$ cat src/core/pcsb_params.svh
// Purpose: Offsets, field positions, reset values, bus commands and timing code
// Assumes: Byte offsets inside configuration space of one function
// Notes:   Definitions only
`ifndef PCSB_PARAMS_SVH
`define PCSB_PARAMS_SVH

// ------------------------------------------------------------
// Register offsets (byte addresses)
// ------------------------------------------------------------
`define PCSB_CMD_OFFSET   8'h04
`define PCSB_STAT_OFFSET  8'h06
`define PCSB_REV_OFFSET   8'h08

// ------------------------------------------------------------
// Field positions
// ------------------------------------------------------------
`define PCSB_CMD_IO_BIT     0
`define PCSB_CMD_PERR_BIT   6
`define PCSB_CMD_SERR_BIT   8
`define PCSB_ST_PARDET_BIT  15
`define PCSB_ST_SERRSIG_BIT 14
`define PCSB_ST_TABORT_BIT  11
`define PCSB_ST_STATUS_LSB  16

// ------------------------------------------------------------
// Reset and fixed values
// ------------------------------------------------------------
`define PCSB_CMD_RESET      16'h0000
`define PCSB_STAT_FIXED     16'h0280
`define PCSB_REV_DEFAULT    8'h01

// ------------------------------------------------------------
// Bus commands and timing
// ------------------------------------------------------------
`define PCSB_BUSCMD_IO_RD   4'h2
`define PCSB_BUSCMD_IO_WR   4'h3
`define PCSB_DEVSEL_MEDIUM  2'h1

`endif

$ cat src/core/pcsb_pkg.sv
// Purpose: Types shared by the command/status bank and the claim logic
// Assumes: Nothing beyond the params header
// Notes:   Constants live in pcsb_params.svh
package pcsb_pkg;

   // ------------------------------------------------------------
   // Claim sequencer states
   // ------------------------------------------------------------
   typedef enum logic [1:0] {
      CLM_IDLE    = 2'b00,   // Waiting for an address phase
      CLM_WAIT    = 2'b01,   // Decode clock, select not yet driven
      CLM_DRIVE   = 2'b10,   // Select driven low
      CLM_RELEASE = 2'b11    // Select driven high before float
   } pcsb_claim_e;

   // Claim sequencer state
   typedef struct packed {
      pcsb_claim_e state;
   } pcsb_claim_s;

   // Bank state: writable enables, sticky flags, pin drive, read port
   typedef struct packed {
      logic        io_en;       // I/O space response enable
      logic        perr_en;     // Parity error response enable
      logic        serr_en;     // System error response enable
      logic        par_det;     // Parity error detected flag
      logic        serr_sig;    // System error signalled flag
      logic        tabort_sig;  // Target abort signalled flag
      logic        serr_drive;  // System error pin driven low
      logic        perr_low;    // Parity error pin driven low
      logic        perr_high;   // Parity error pin driven high
      logic        rvalid;      // Read data valid
      logic [31:0] rdata;       // Read data word
   } pcsb_bank_s;

endpackage : pcsb_pkg

$ cat src/core/pcsb_claim.sv
// Purpose: Claims I/O cycles in range with medium select timing
// Assumes: Address phase, command and range hit come from bus logic
// Notes:   Memory and special cycles are never claimed
`include "pcsb_params.svh"

module pcsb_claim (
   input  wire logic       i_clk,         // Bus clock
   input  wire logic       i_nrst,        // Synchronous reset, low
   input  wire logic       i_io_en,       // I/O space response enable
   input  wire logic       i_addr_phase,  // Address phase pulse
   input  wire logic [3:0] i_bus_cmd,     // Bus command of address phase
   input  wire logic       i_io_hit,      // Address inside I/O range
   input  wire logic       i_xfer_done,   // Last data phase completed
   output logic            o_devsel_out,  // Select pin level
   output logic            o_devsel_oe,   // Select pin driven
   output logic            o_claimed      // Transaction claimed
);

   // ------------------------------------------------------------
   // State
   // ------------------------------------------------------------
   pcsb_pkg::pcsb_claim_s s_reg;   // Registered state
   pcsb_pkg::pcsb_claim_s s_next;  // Next state
   logic                  io_cmd;  // Command is an I/O access

   // Only I/O commands qualify; special and memory cycles drop out
   assign io_cmd = (i_bus_cmd == `PCSB_BUSCMD_IO_RD) ||
                   (i_bus_cmd == `PCSB_BUSCMD_IO_WR);

   // Next state logic
   always_comb begin
      s_next = s_reg;
      case (s_reg.state)
         pcsb_pkg::CLM_IDLE: begin
            // Gate on the enable so a disabled function stays silent
            if (i_addr_phase && io_cmd && i_io_hit && i_io_en) begin
               s_next.state = pcsb_pkg::CLM_WAIT;
            end
         end
         pcsb_pkg::CLM_WAIT: begin
            // One idle decode clock gives medium timing
            s_next.state = pcsb_pkg::CLM_DRIVE;
         end
         pcsb_pkg::CLM_DRIVE: begin
            if (i_xfer_done) begin
               s_next.state = pcsb_pkg::CLM_RELEASE;
            end
         end
         pcsb_pkg::CLM_RELEASE: begin
            // Driven high once so the shared line rises sharply
            s_next.state = pcsb_pkg::CLM_IDLE;
         end
         default: begin
            s_next.state = pcsb_pkg::CLM_IDLE;
         end
      endcase
   end

   // State register
   always_ff @(posedge i_clk) begin
      if (!i_nrst) begin
         s_reg <= '0;
      end else begin
         s_reg <= s_next;
      end
   end

   // Pin drive follows the state
   assign o_devsel_oe  = s_reg.state[1];
   assign o_devsel_out = (s_reg.state == pcsb_pkg::CLM_RELEASE);
   assign o_claimed    = (s_reg.state != pcsb_pkg::CLM_IDLE);
endmodule : pcsb_claim

$ cat src/core/pcsb_bank.sv
// Purpose: Command, status and revision registers of a target function
// Assumes: Config cycles arrive as one-cycle read/write strobes
// Notes:   Error events come from bus logic on the same clock
//
// Notes on behaviour
// - Reserved command and status bits read zero
// - Fast back-to-back master enable reads zero
// - Address parity error drives SERR# when enabled
// - Data parity error drives PERR# when enabled
// - Address/data stepping bit reads zero
// - Palette snoop bit reads zero
// - Write-and-invalidate enable reads zero
// - Special cycle bit zero; special cycles ignored
// - Initiator bit read-only; never a master
// - Memory response bit zero; memory never claimed
// - I/O response bit writable, gates I/O claim
// - Parity error flag sticky on any detection
// - System error flag sticky when SERR# driven
// - Target abort flag sticky when abort signalled
// - Master-only status flags read zero
// - Select decode speed reads medium, 01
// - Fast back-to-back target capable reads one
// - User features and high speed bits zero
// - Writing one clears flag, zero keeps
// - Revision identifier read at offset 08h
`include "pcsb_params.svh"

module pcsb_bank #(
   parameter logic [7:0] SILICON_REVISION = `PCSB_REV_DEFAULT  // Arbitrary value
) (
   input  wire logic        i_clk,           // Bus clock, 25 MHz
   input  wire logic        i_nrst,          // Synchronous reset, low
   input  wire logic        i_cfg_rd,        // Config read strobe
   input  wire logic        i_cfg_wr,        // Config write strobe
   input  wire logic [7:0]  i_cfg_addr,      // Config byte address
   input  wire logic [3:0]  i_cfg_be,        // Byte enables, high
   input  wire logic [31:0] i_cfg_wdata,     // Config write data
   output logic      [31:0] o_cfg_rdata,     // Config read data
   output logic             o_cfg_rvalid,    // Read data valid pulse
   input  wire logic        i_addr_par_err,  // Address parity error pulse
   input  wire logic        i_data_par_err,  // Data parity error pulse
   input  wire logic        i_target_abort,  // Target abort signalled
   input  wire logic        i_addr_phase,    // Address phase pulse
   input  wire logic [3:0]  i_bus_cmd,       // Bus command
   input  wire logic        i_io_hit,        // Address in I/O range
   input  wire logic        i_xfer_done,     // Transaction finished
   output logic             o_serr_out,      // SERR# level
   output logic             o_serr_oe,       // SERR# driven
   output logic             o_perr_out,      // PERR# level
   output logic             o_perr_oe,       // PERR# driven
   output logic             o_devsel_out,    // DEVSEL# level
   output logic             o_devsel_oe,     // DEVSEL# driven
   output logic             o_claimed,       // Transaction claimed
   output logic             o_io_space_en    // I/O response enabled
);

   // ------------------------------------------------------------
   // Layout of the command/status dword
   // ------------------------------------------------------------
   //   [0]     I/O space response, writable
   //   [1]     Memory space response, zero
   //   [2]     Initiator enable, zero
   //   [3]     Special cycle response, zero
   //   [4]     Write-invalidate enable, zero
   //   [5]     Palette snoop, zero
   //   [6]     Parity error response, writable
   //   [7]     Stepping, zero
   //   [8]     System error response, writable
   //   [9]     Fast b2b master enable, zero
   //   [15:10] Reserved, zero
   //   [20:16] Reserved, zero
   //   [21]    High speed capable, zero
   //   [22]    User features flag, zero
   //   [23]    Fast b2b target capable, one
   //   [24]    Master data parity flag, zero
   //   [26:25] Select decode speed, medium
   //   [27]    Target abort signalled, clear by one
   //   [28]    Target abort received, zero
   //   [29]    Master abort signalled, zero
   //   [30]    System error signalled, clear by one
   //   [31]    Parity error detected, clear by one
   // All three sticky flags sit in byte lane 3.
   // Dword 08h carries only the revision in [7:0].

   // ------------------------------------------------------------
   // Helpers
   // ------------------------------------------------------------

   // Compare the dword part of an address with a register offset
   function automatic logic dword_is(input logic [7:0] addr,
                                     input logic [7:0] offset);
      dword_is = (addr[7:2] == offset[7:2]);
   endfunction : dword_is

   // Command half word; unlisted bits are hard zero
   function automatic logic [15:0] pack_cmd(input pcsb_pkg::pcsb_bank_s st);
      logic [15:0] v;
      v = `PCSB_CMD_RESET;
      v[`PCSB_CMD_IO_BIT]   = st.io_en;
      v[`PCSB_CMD_PERR_BIT] = st.perr_en;
      v[`PCSB_CMD_SERR_BIT] = st.serr_en;
      pack_cmd = v;
   endfunction : pack_cmd

   // Status half word over the fixed capability pattern
   function automatic logic [15:0] pack_stat(input pcsb_pkg::pcsb_bank_s st);
      logic [15:0] v;
      v = `PCSB_STAT_FIXED;
      v[`PCSB_ST_PARDET_BIT]  = st.par_det;
      v[`PCSB_ST_SERRSIG_BIT] = st.serr_sig;
      v[`PCSB_ST_TABORT_BIT]  = st.tabort_sig;
      pack_stat = v;
   endfunction : pack_stat

   // ------------------------------------------------------------
   // State
   // ------------------------------------------------------------
   pcsb_pkg::pcsb_bank_s s_reg;    // Registered state
   pcsb_pkg::pcsb_bank_s s_next;   // Next state
   logic                 wr_cmd;   // Write to command/status dword
   logic                 clr_par;  // Clear parity flag
   logic                 clr_serr; // Clear system error flag
   logic                 clr_tab;  // Clear target abort flag
   logic                 set_par;  // Parity error detected now
   logic                 set_serr; // SERR# drive starts now

   // Command and status share one dword; status is the upper half
   assign wr_cmd = i_cfg_wr && dword_is(i_cfg_addr, `PCSB_CMD_OFFSET);

   // Clear only on a one in an enabled status byte lane
   assign clr_par  = wr_cmd && i_cfg_be[3] &&
                     i_cfg_wdata[`PCSB_ST_STATUS_LSB + `PCSB_ST_PARDET_BIT];
   assign clr_serr = wr_cmd && i_cfg_be[3] &&
                     i_cfg_wdata[`PCSB_ST_STATUS_LSB + `PCSB_ST_SERRSIG_BIT];
   // Status bits 15:8, abort flag included, travel in lane 3
   assign clr_tab  = wr_cmd && i_cfg_be[3] &&
                     i_cfg_wdata[`PCSB_ST_STATUS_LSB + `PCSB_ST_TABORT_BIT];

   // Flag is raised by any detection, enabled or not
   assign set_par  = i_addr_par_err || i_data_par_err;
   // Disabled errors are simply dropped
   assign set_serr = i_addr_par_err && s_reg.serr_en;

   // ------------------------------------------------------------
   // Next state
   // ------------------------------------------------------------

   // Writes, sticky flags, pin drive and read port
   always_comb begin
      s_next = s_reg;
      // Only writable enables take data; read-only lanes drop out
      if (wr_cmd && i_cfg_be[0]) begin
         s_next.io_en   = i_cfg_wdata[`PCSB_CMD_IO_BIT];
         s_next.perr_en = i_cfg_wdata[`PCSB_CMD_PERR_BIT];
      end
      if (wr_cmd && i_cfg_be[1]) begin
         s_next.serr_en = i_cfg_wdata[`PCSB_CMD_SERR_BIT];
      end
      // Set beats clear so an event in the clearing cycle survives
      s_next.par_det    = (s_reg.par_det & ~clr_par) | set_par;
      s_next.serr_sig   = (s_reg.serr_sig & ~clr_serr) | set_serr;
      s_next.tabort_sig = (s_reg.tabort_sig & ~clr_tab) | i_target_abort;
      // SERR# is open drain: one clock low, then released
      s_next.serr_drive = set_serr;
      // PERR# is driven low, then high for one clock before floating
      s_next.perr_low   = i_data_par_err && s_reg.perr_en;
      // A fresh error restarts the low phase instead of going high
      s_next.perr_high  = s_reg.perr_low && !s_next.perr_low;
      // Read port answers one clock after the strobe
      s_next.rvalid = i_cfg_rd;
      if (i_cfg_rd) begin
         if (dword_is(i_cfg_addr, `PCSB_CMD_OFFSET)) begin
            s_next.rdata = {pack_stat(s_reg), pack_cmd(s_reg)};
         end else if (dword_is(i_cfg_addr, `PCSB_REV_OFFSET)) begin
            // Class code lanes belong to other logic and read zero here
            s_next.rdata = {24'h000000, SILICON_REVISION};
         end else begin
            s_next.rdata = 32'h00000000;
         end
      end
   end

   // State register
   always_ff @(posedge i_clk) begin
      if (!i_nrst) begin
         s_reg <= '0;
      end else begin
         s_reg <= s_next;
      end
   end

   // ------------------------------------------------------------
   // Outputs
   // ------------------------------------------------------------
   assign o_cfg_rdata   = s_reg.rdata;
   assign o_cfg_rvalid  = s_reg.rvalid;
   assign o_serr_out    = 1'b0;
   assign o_serr_oe     = s_reg.serr_drive;
   assign o_perr_out    = s_reg.perr_high;
   assign o_perr_oe     = s_reg.perr_low | s_reg.perr_high;
   assign o_io_space_en = s_reg.io_en;
   // Pins give level and enable only; the board pull-ups
   // own the idle level, so a floating line reads high.

   // Target-only claim; no request line exists, so no master cycles
   pcsb_claim u_claim (
      .i_clk        (i_clk),
      .i_nrst       (i_nrst),
      .i_io_en      (s_reg.io_en),
      .i_addr_phase (i_addr_phase),
      .i_bus_cmd    (i_bus_cmd),
      .i_io_hit     (i_io_hit),
      .i_xfer_done  (i_xfer_done),
      .o_devsel_out (o_devsel_out),
      .o_devsel_oe  (o_devsel_oe),
      .o_claimed    (o_claimed)
   );

   // Reads of the command/status and revision dwords seen one clock later
   logic rd_cmd_q;  // Helper for checks
   logic rd_rev_q;  // Helper for checks
   always_ff @(posedge i_clk) begin
      rd_cmd_q <= i_cfg_rd && dword_is(i_cfg_addr, `PCSB_CMD_OFFSET);
      rd_rev_q <= i_cfg_rd && dword_is(i_cfg_addr, `PCSB_REV_OFFSET);
   end
endmodule : pcsb_bank

$ cat config.mk
export PLATFORM = sky130hd
export DESIGN_NAME = pcsb_bank
export DESIGN_NICKNAME = d
export VERILOG_FILES = /design/src/core/pcsb_pkg.sv /design/src/core/pcsb_claim.sv /design/src/core/pcsb_bank.sv
export VERILOG_INCLUDE_DIRS = /design/src /design/src/core
export SDC_FILE = /design/constraint.sdc
export NUM_CORES = 1
export LEC_CHECK = 0
export BUFFER_PORTS_ARGS = -buffer_cell sky130_fd_sc_hd__buf_2
export CAP_MARGIN = 20
export CORE_UTILIZATION = 30
export CTS_BUF_LIST = sky130_fd_sc_hd__clkbuf_4
export DETAILED_ROUTE_END_ITERATION = 8
export PLACE_DENSITY = 0.69
export SKIP_CTS_REPAIR_TIMING = 1
export SYNTH_ARGS = -nofsm -noshare
export SYNTH_HDL_FRONTEND = slang
export SYNTH_SLANG_ARGS = --single-unit
export TNS_END_PERCENT = 20
$ cat constraint.sdc
create_clock -name i_clk -period 1.1 [get_ports i_clk]
set_input_delay 0 -clock i_clk [delete_from_list [all_inputs] [get_ports i_clk]]
set_output_delay 0 -clock i_clk [all_outputs]
set_load 0.02 [all_outputs]
Word-level counts from Yosys, hierarchy flattened
Cells that the tools add are included.
Storage, ports and cells
  bits in registers: 44
  bits in latches: 0
  bits in writable memories: 0
  bits in read-only memories: 0
  bits of input ports: 58
  output and inout bits: 41
  word-level logic and storage cells: 55
  memories kept: 0
Operators by class
  $add $sub $neg: 0
  multiply operators: 0
  divide/modulo/power cells: 0
  order comparisons: 0
  equality and inequality tests: 9
  shift-type cells: 0
  multiplexer cells: 5
  bitwise logic cells: 10
  reduce and logical (&&, ||, !) cells: 19
Operators by type and width (count)
  32-bit 2-to-1 mux: 1
  1-bit logical AND: 13
  4-bit by 2-bit equality test with 1-bit output (second input constant): 2
  2-bit one-hot mux with 4 select lines: 1
  6-bit by 1-bit equality test with 1-bit output (second input constant): 1
  6-bit by 2-bit equality test with 1-bit output (second input constant): 1
  2-bit equality test (second input constant): 2
  2-bit 2-to-1 mux: 2
  1-bit OR: 4
  1-bit bitwise AND: 3
  1-bit NOT: 3
  2-bit by 1-bit equality test with 1-bit output (second input constant): 1
  2-bit zero test: 1
  1-bit logical OR: 2
  2-bit by 1-bit inequality test with 1-bit output (second input constant): 1
  2-bit inequality test (second input constant): 1
  2-bit AND reduction: 1
  2-bit nonzero test: 1
  1-bit zero test: 1
  1-bit 2-to-1 mux: 1

Depth between registers and ports, before layout
  word-level depth: 7
  gate-level depth with buffers: 6
  mapped depth without buffers: 6

Cells and area by module
A second synthesis with hierarchy kept.
Second synthesis, totals
  cells, all modules: 127
  area total of the unflattened synthesis: 1144.8 µm²
By module, submodules not included
  pcsb_bank: times used 1, cells an instance 107, area an instance 943.4 µm², seq. area each 340.3 µm²
  pcsb_claim: times used 1, cells an instance 20, area an instance 201.4 µm², seq. area each 40.0 µm²

Least setup slack after synthesis
OpenSTA, ideal clock, no wires.
  path type: register to register
  start point: reg u_claim.s_reg[1] (netlist bit)
  end point: reg u_claim.s_reg[0] (netlist bit)
  library setup time: 0.115 ns
  arrival: 1.337 ns
  required time: 0.985 ns
  slack: -0.352 ns
  stages on the path, launching flop included: 7
  path buffers: 0
  period minus slack after synthesis: 1.452 ns
  path through: dfxtp_1 inv_1 ha_1 inv_1 a31oi_1 o31ai_1 o21ba_2
On the way
  cells in the longest elaborated chain, start to end: 3
  elaborated cells on any way between the ends: 8
Ends and longest elaborated chain
  start: declaration: line pcsb_claim.sv:22  | pcsb_pkg::pcsb_claim_s s_reg;
  start signal: assignment: line pcsb_claim.sv:64  | s_reg <= s_next;
  2-bit equality test / 2-bit zero test (equally long branches): line pcsb_claim.sv:33  | case (s_reg.state)
  2-bit inequality test (no line) / 2-bit by 1-bit inequality test with 1-bit output (equally long branches)
  2-bit AND reduction (no line)
Several ways; a longest one is shown, not always the timed one.
A chain may end at the register's enable or synchronous reset.

Worst setup path in the final report
Same ends and word-level chain as after synthesis.

==> results.py <==
metrics = {
    "hold_path": {
        "hold_path_depth": 3,
        "whs_endpoint": "s_reg[37]",
        "worstHoldStart": "i_cfg_wdata[30]",
        "min_path_type": "in2reg",
    },
    "sta": {
        "final.min_clock_period_ps": 1150,
        "worst_slack_ps": -52.8,
        "finalHoldViolCount": 0,
        "fmaxAchievable_ghz": 0.867,
        "fin_crit_sh_pct": 105,
        "rsz0062_at_grt": "true",
        "slew_violations": 0,
        "setup_viol": 3,
        "fin_tns_setup_ps": -101,
        "fin_worst_skew_ps": 4.10,
    },
    "global_route": {
        "grt_max_degree": 21,
        "grt_pass1_wl_um": 3220,
        "track_usage_pct": 10.2,
        "antenna_found_initial": 0,
        "grt_pass1_vias": 710,
        "grt_overflow": 0,
    },
    "place": {
        "pre_cts_ws_ps": -234,
        "place.gp.congestion": 0.728,
        "dp_cells": 204,
        "hpwl_um": 1620,
        "numPortBuffers": 43,
    },
    "logic_synthesis": {
        "synth-edff-count": 0,
        "avgSynthCellArea_um2": 9.04,
        "post-synth-top-count-cell": "buf_4",
        "synth_area_um2": 1110,
        "synth_common_cells": "buf_4 (33), dfxtp_1 (19), mux2i_1 (6), nand2b_1 (6), nor2b_1 (6)",
        "synthTopCellsByArea": "dfxtp_1 (34%), buf_4 (22%), mux2i_1 (5.4%)",
        "syn_inst": 123,
        "yosysTopAreaCell": "dfxtp_1",
        "synthArstFlopShare_pct": 0,
        "synth_ff_type": "dfxtp_1",
        "synth_cell_types": 28,
        "synth_warnings": 0,
        "synth-seq-cells": 19,
        "yosysSeqAreaShare_pct": 34.2,
        "yosysTopAreaCellShare_pct": 34.2,
    },
    "setup_path": {
        "r2r_cells": 6,
        "slowest_delay_ps": 380,
        "required_ps": 1340,
        "r2r_start": "u_claim.s_reg[1]",
        "worstReg2RegEnd": "u_claim.s_reg[0]",
        "cpMostUsedCell": "inv_4",
        "worst_setup_path_start_kind": "flip-flop",
        "r2r_setup_slack_ps": -50,
        "critPathArrivalTime_ps": 1390,
        "cp_max_fo": 4,
        "cp-end-kind": "flip-flop",
        "criticalPathCategory": "reg2reg",
        "cp_slowest_cell": "dfxtp_4",
        "cp_cell_sequence": "inv_4 > ha_4 > inv_4 > a31oi_2 > o31ai_1 > o21ba_2",
    },
    "detailed_routing": {
        "postRouteAntennaNets": 0,
        "firstDrtPassIters": 2,
        "first_iter_violations": 20,
        "drc": 0,
        "drt_wl_total_um": 2160,
        "routed_via_density": 4.00,
        "vias": 861,
        "wl_per_cell_um": 10.0,
    },
    "cells_and_area": {
        "n_antenna_cell": 0,
        "fin_nets": 232,
        "largest_reg_flops": 7,
        "area_growth_pct": 25.5,
        "multi_input_area_um2": 582,
        "drive_above_1_share_pct": 40.8,
        "num-fill-cells": 360,
        "final-seq-area_um2": 388,
        "fin_cells": 215,
    },
    "job": {
        "drv_cap": 0,
    },
    "power_and_ir_drop": {
        "p_leak_uw": 0.000681,
        "power_uw": 1250,
        "power.density_nw_per_um2": 896,
        "vdd_drop_max_mv": 0.500,
    },
    "clocking": {
        "clkTransAtPathRegs_ps": 110,
        "cts_buffers": 3,
        "cts_tree": "yes",
        "cts_max_level": 1,
        "cts_buffer_depth": 2,
        "clock_latency_ps": 290,
        "cts.sinks": 19,
        "root_buffer": "clkbuf_4",
    },
    "die": {
        "die_y_um": 62.9,
        "ios": 99,
        "core_area_um2": 3440,
        "die_x_um": 62.9,
        "die_area_um2": 3960,
        "num_rows": 21,
        "initial_core_util_pct": 32.3,
    },
    "status": {
        "violations": "setup timing",
        "run_status": "finished, violations left",
    },
}
==> critical path: cells and delay by family (launching register included) <==
| kind | cells | cell delay [ps] |
|---|---|---|
| flip-flops | 1 | 380 |
| AO/OA/AOI/OAI | 3 | 500 |
| adder cells (fa/ha/maj) | 1 | 140 |
| buffers and inverters | 2 | 90 |
==> where the power goes <==
| part | switching [uW] | internal (uW) |
|---|---|---|
| combinational | 136 | 78.8 |
| sequential | 3.49 | 693 |
| clock | 205 | 135 |
| total | 345 | 907 |
==> placed cells by master (no fill, tap or decap), drive strengths merged <==
master       Yosys  routed
a31oi            3       3
or2              1       1
and3             3       3
o21ai            1       1
nand3            5       5
nand2b           6       6
clkbuf           3       3
dlygate4sd3      0       7
nand2            5       5
o21ba            1       1
a21boi           5       5
nor4bb           1       1
dfxtp           19      19
a21oi            5       5
nand3b           1       1
o31ai            2       2
nor2b            6       6
nor3             2       2
conb             1      25
ha               4       4
or4              1       1
buf             33      47
nor2             2       2
clkinv           0       1
and2             1       1
mux2i            6       6
inv              5       5
or2b             1       1
==> cell families (layout without fill, tap and decap cells) <==
group | after synthesis | in the layout | synth area share, %
other | 1 | 25 | 0.337
AO/OA/AOI/OAI | 17 | 17 | 10.0
adder cells (fa/ha/maj) | 4 | 4 | 4.50
AND/OR/NAND/NOR | 35 | 35 | 20.6
multiplexers | 6 | 6 | 5.40
flip-flops | 19 | 19 | 34.2
buffers and inverters | 41 | 63 | 25.0
==> cell type report <==
cell class	instances	share of cell area (%)
Clock buffer	3	1.61
Clock inverter	1	0.358
Inverter	5	1.70
Multi-Input combinational cell	87	41.7
Sequential cell	19	27.8
Tap cell	46	4.12
Timing Repair Buffer	54	22.8
==> per-stage QoR <==
stage	utilization [%]	cell area, um2	hold WS, ps
after floorplan	-	1220	91.1
after global placement	36.9	1270	196
after detailed placement	36.9	1270	198
after CTS	37.7	1300	-122
after global routing	40.6	1400	12.6
final	40.6	1400	6.18
==> metal layers <==
metal	up-vias	GRT usage (%)	share of wire [%]
met1	379	12.2	44
li1	443	-	-
met4	0	3.49	1.9
met5	-	0	0
met3	4	2.92	5.9
met2	35	17.2	48
==> how the worst max path moves through the flow <==
stage / depth (start not counted) / end / slack, ps / start
2_1_floorplan: 6 / u_claim.s_reg[0] / -110 / u_claim.s_reg[1]
3_3_place_gp: 5 / o_io_space_en / -190 / i_cfg_addr[7]
3_5_place_dp: 5 / s_reg[40] / -230 / i_cfg_addr[7]
4_1_cts: 6 / u_claim.s_reg[0] / -130 / u_claim.s_reg[0]
5_1_grt: 4 / u_claim.s_reg[1] / -160 / o_io_space_en
6_report: 6 / u_claim.s_reg[0] / -50 / u_claim.s_reg[1]
No activity file was read; power rests on OpenSTA's default activity.
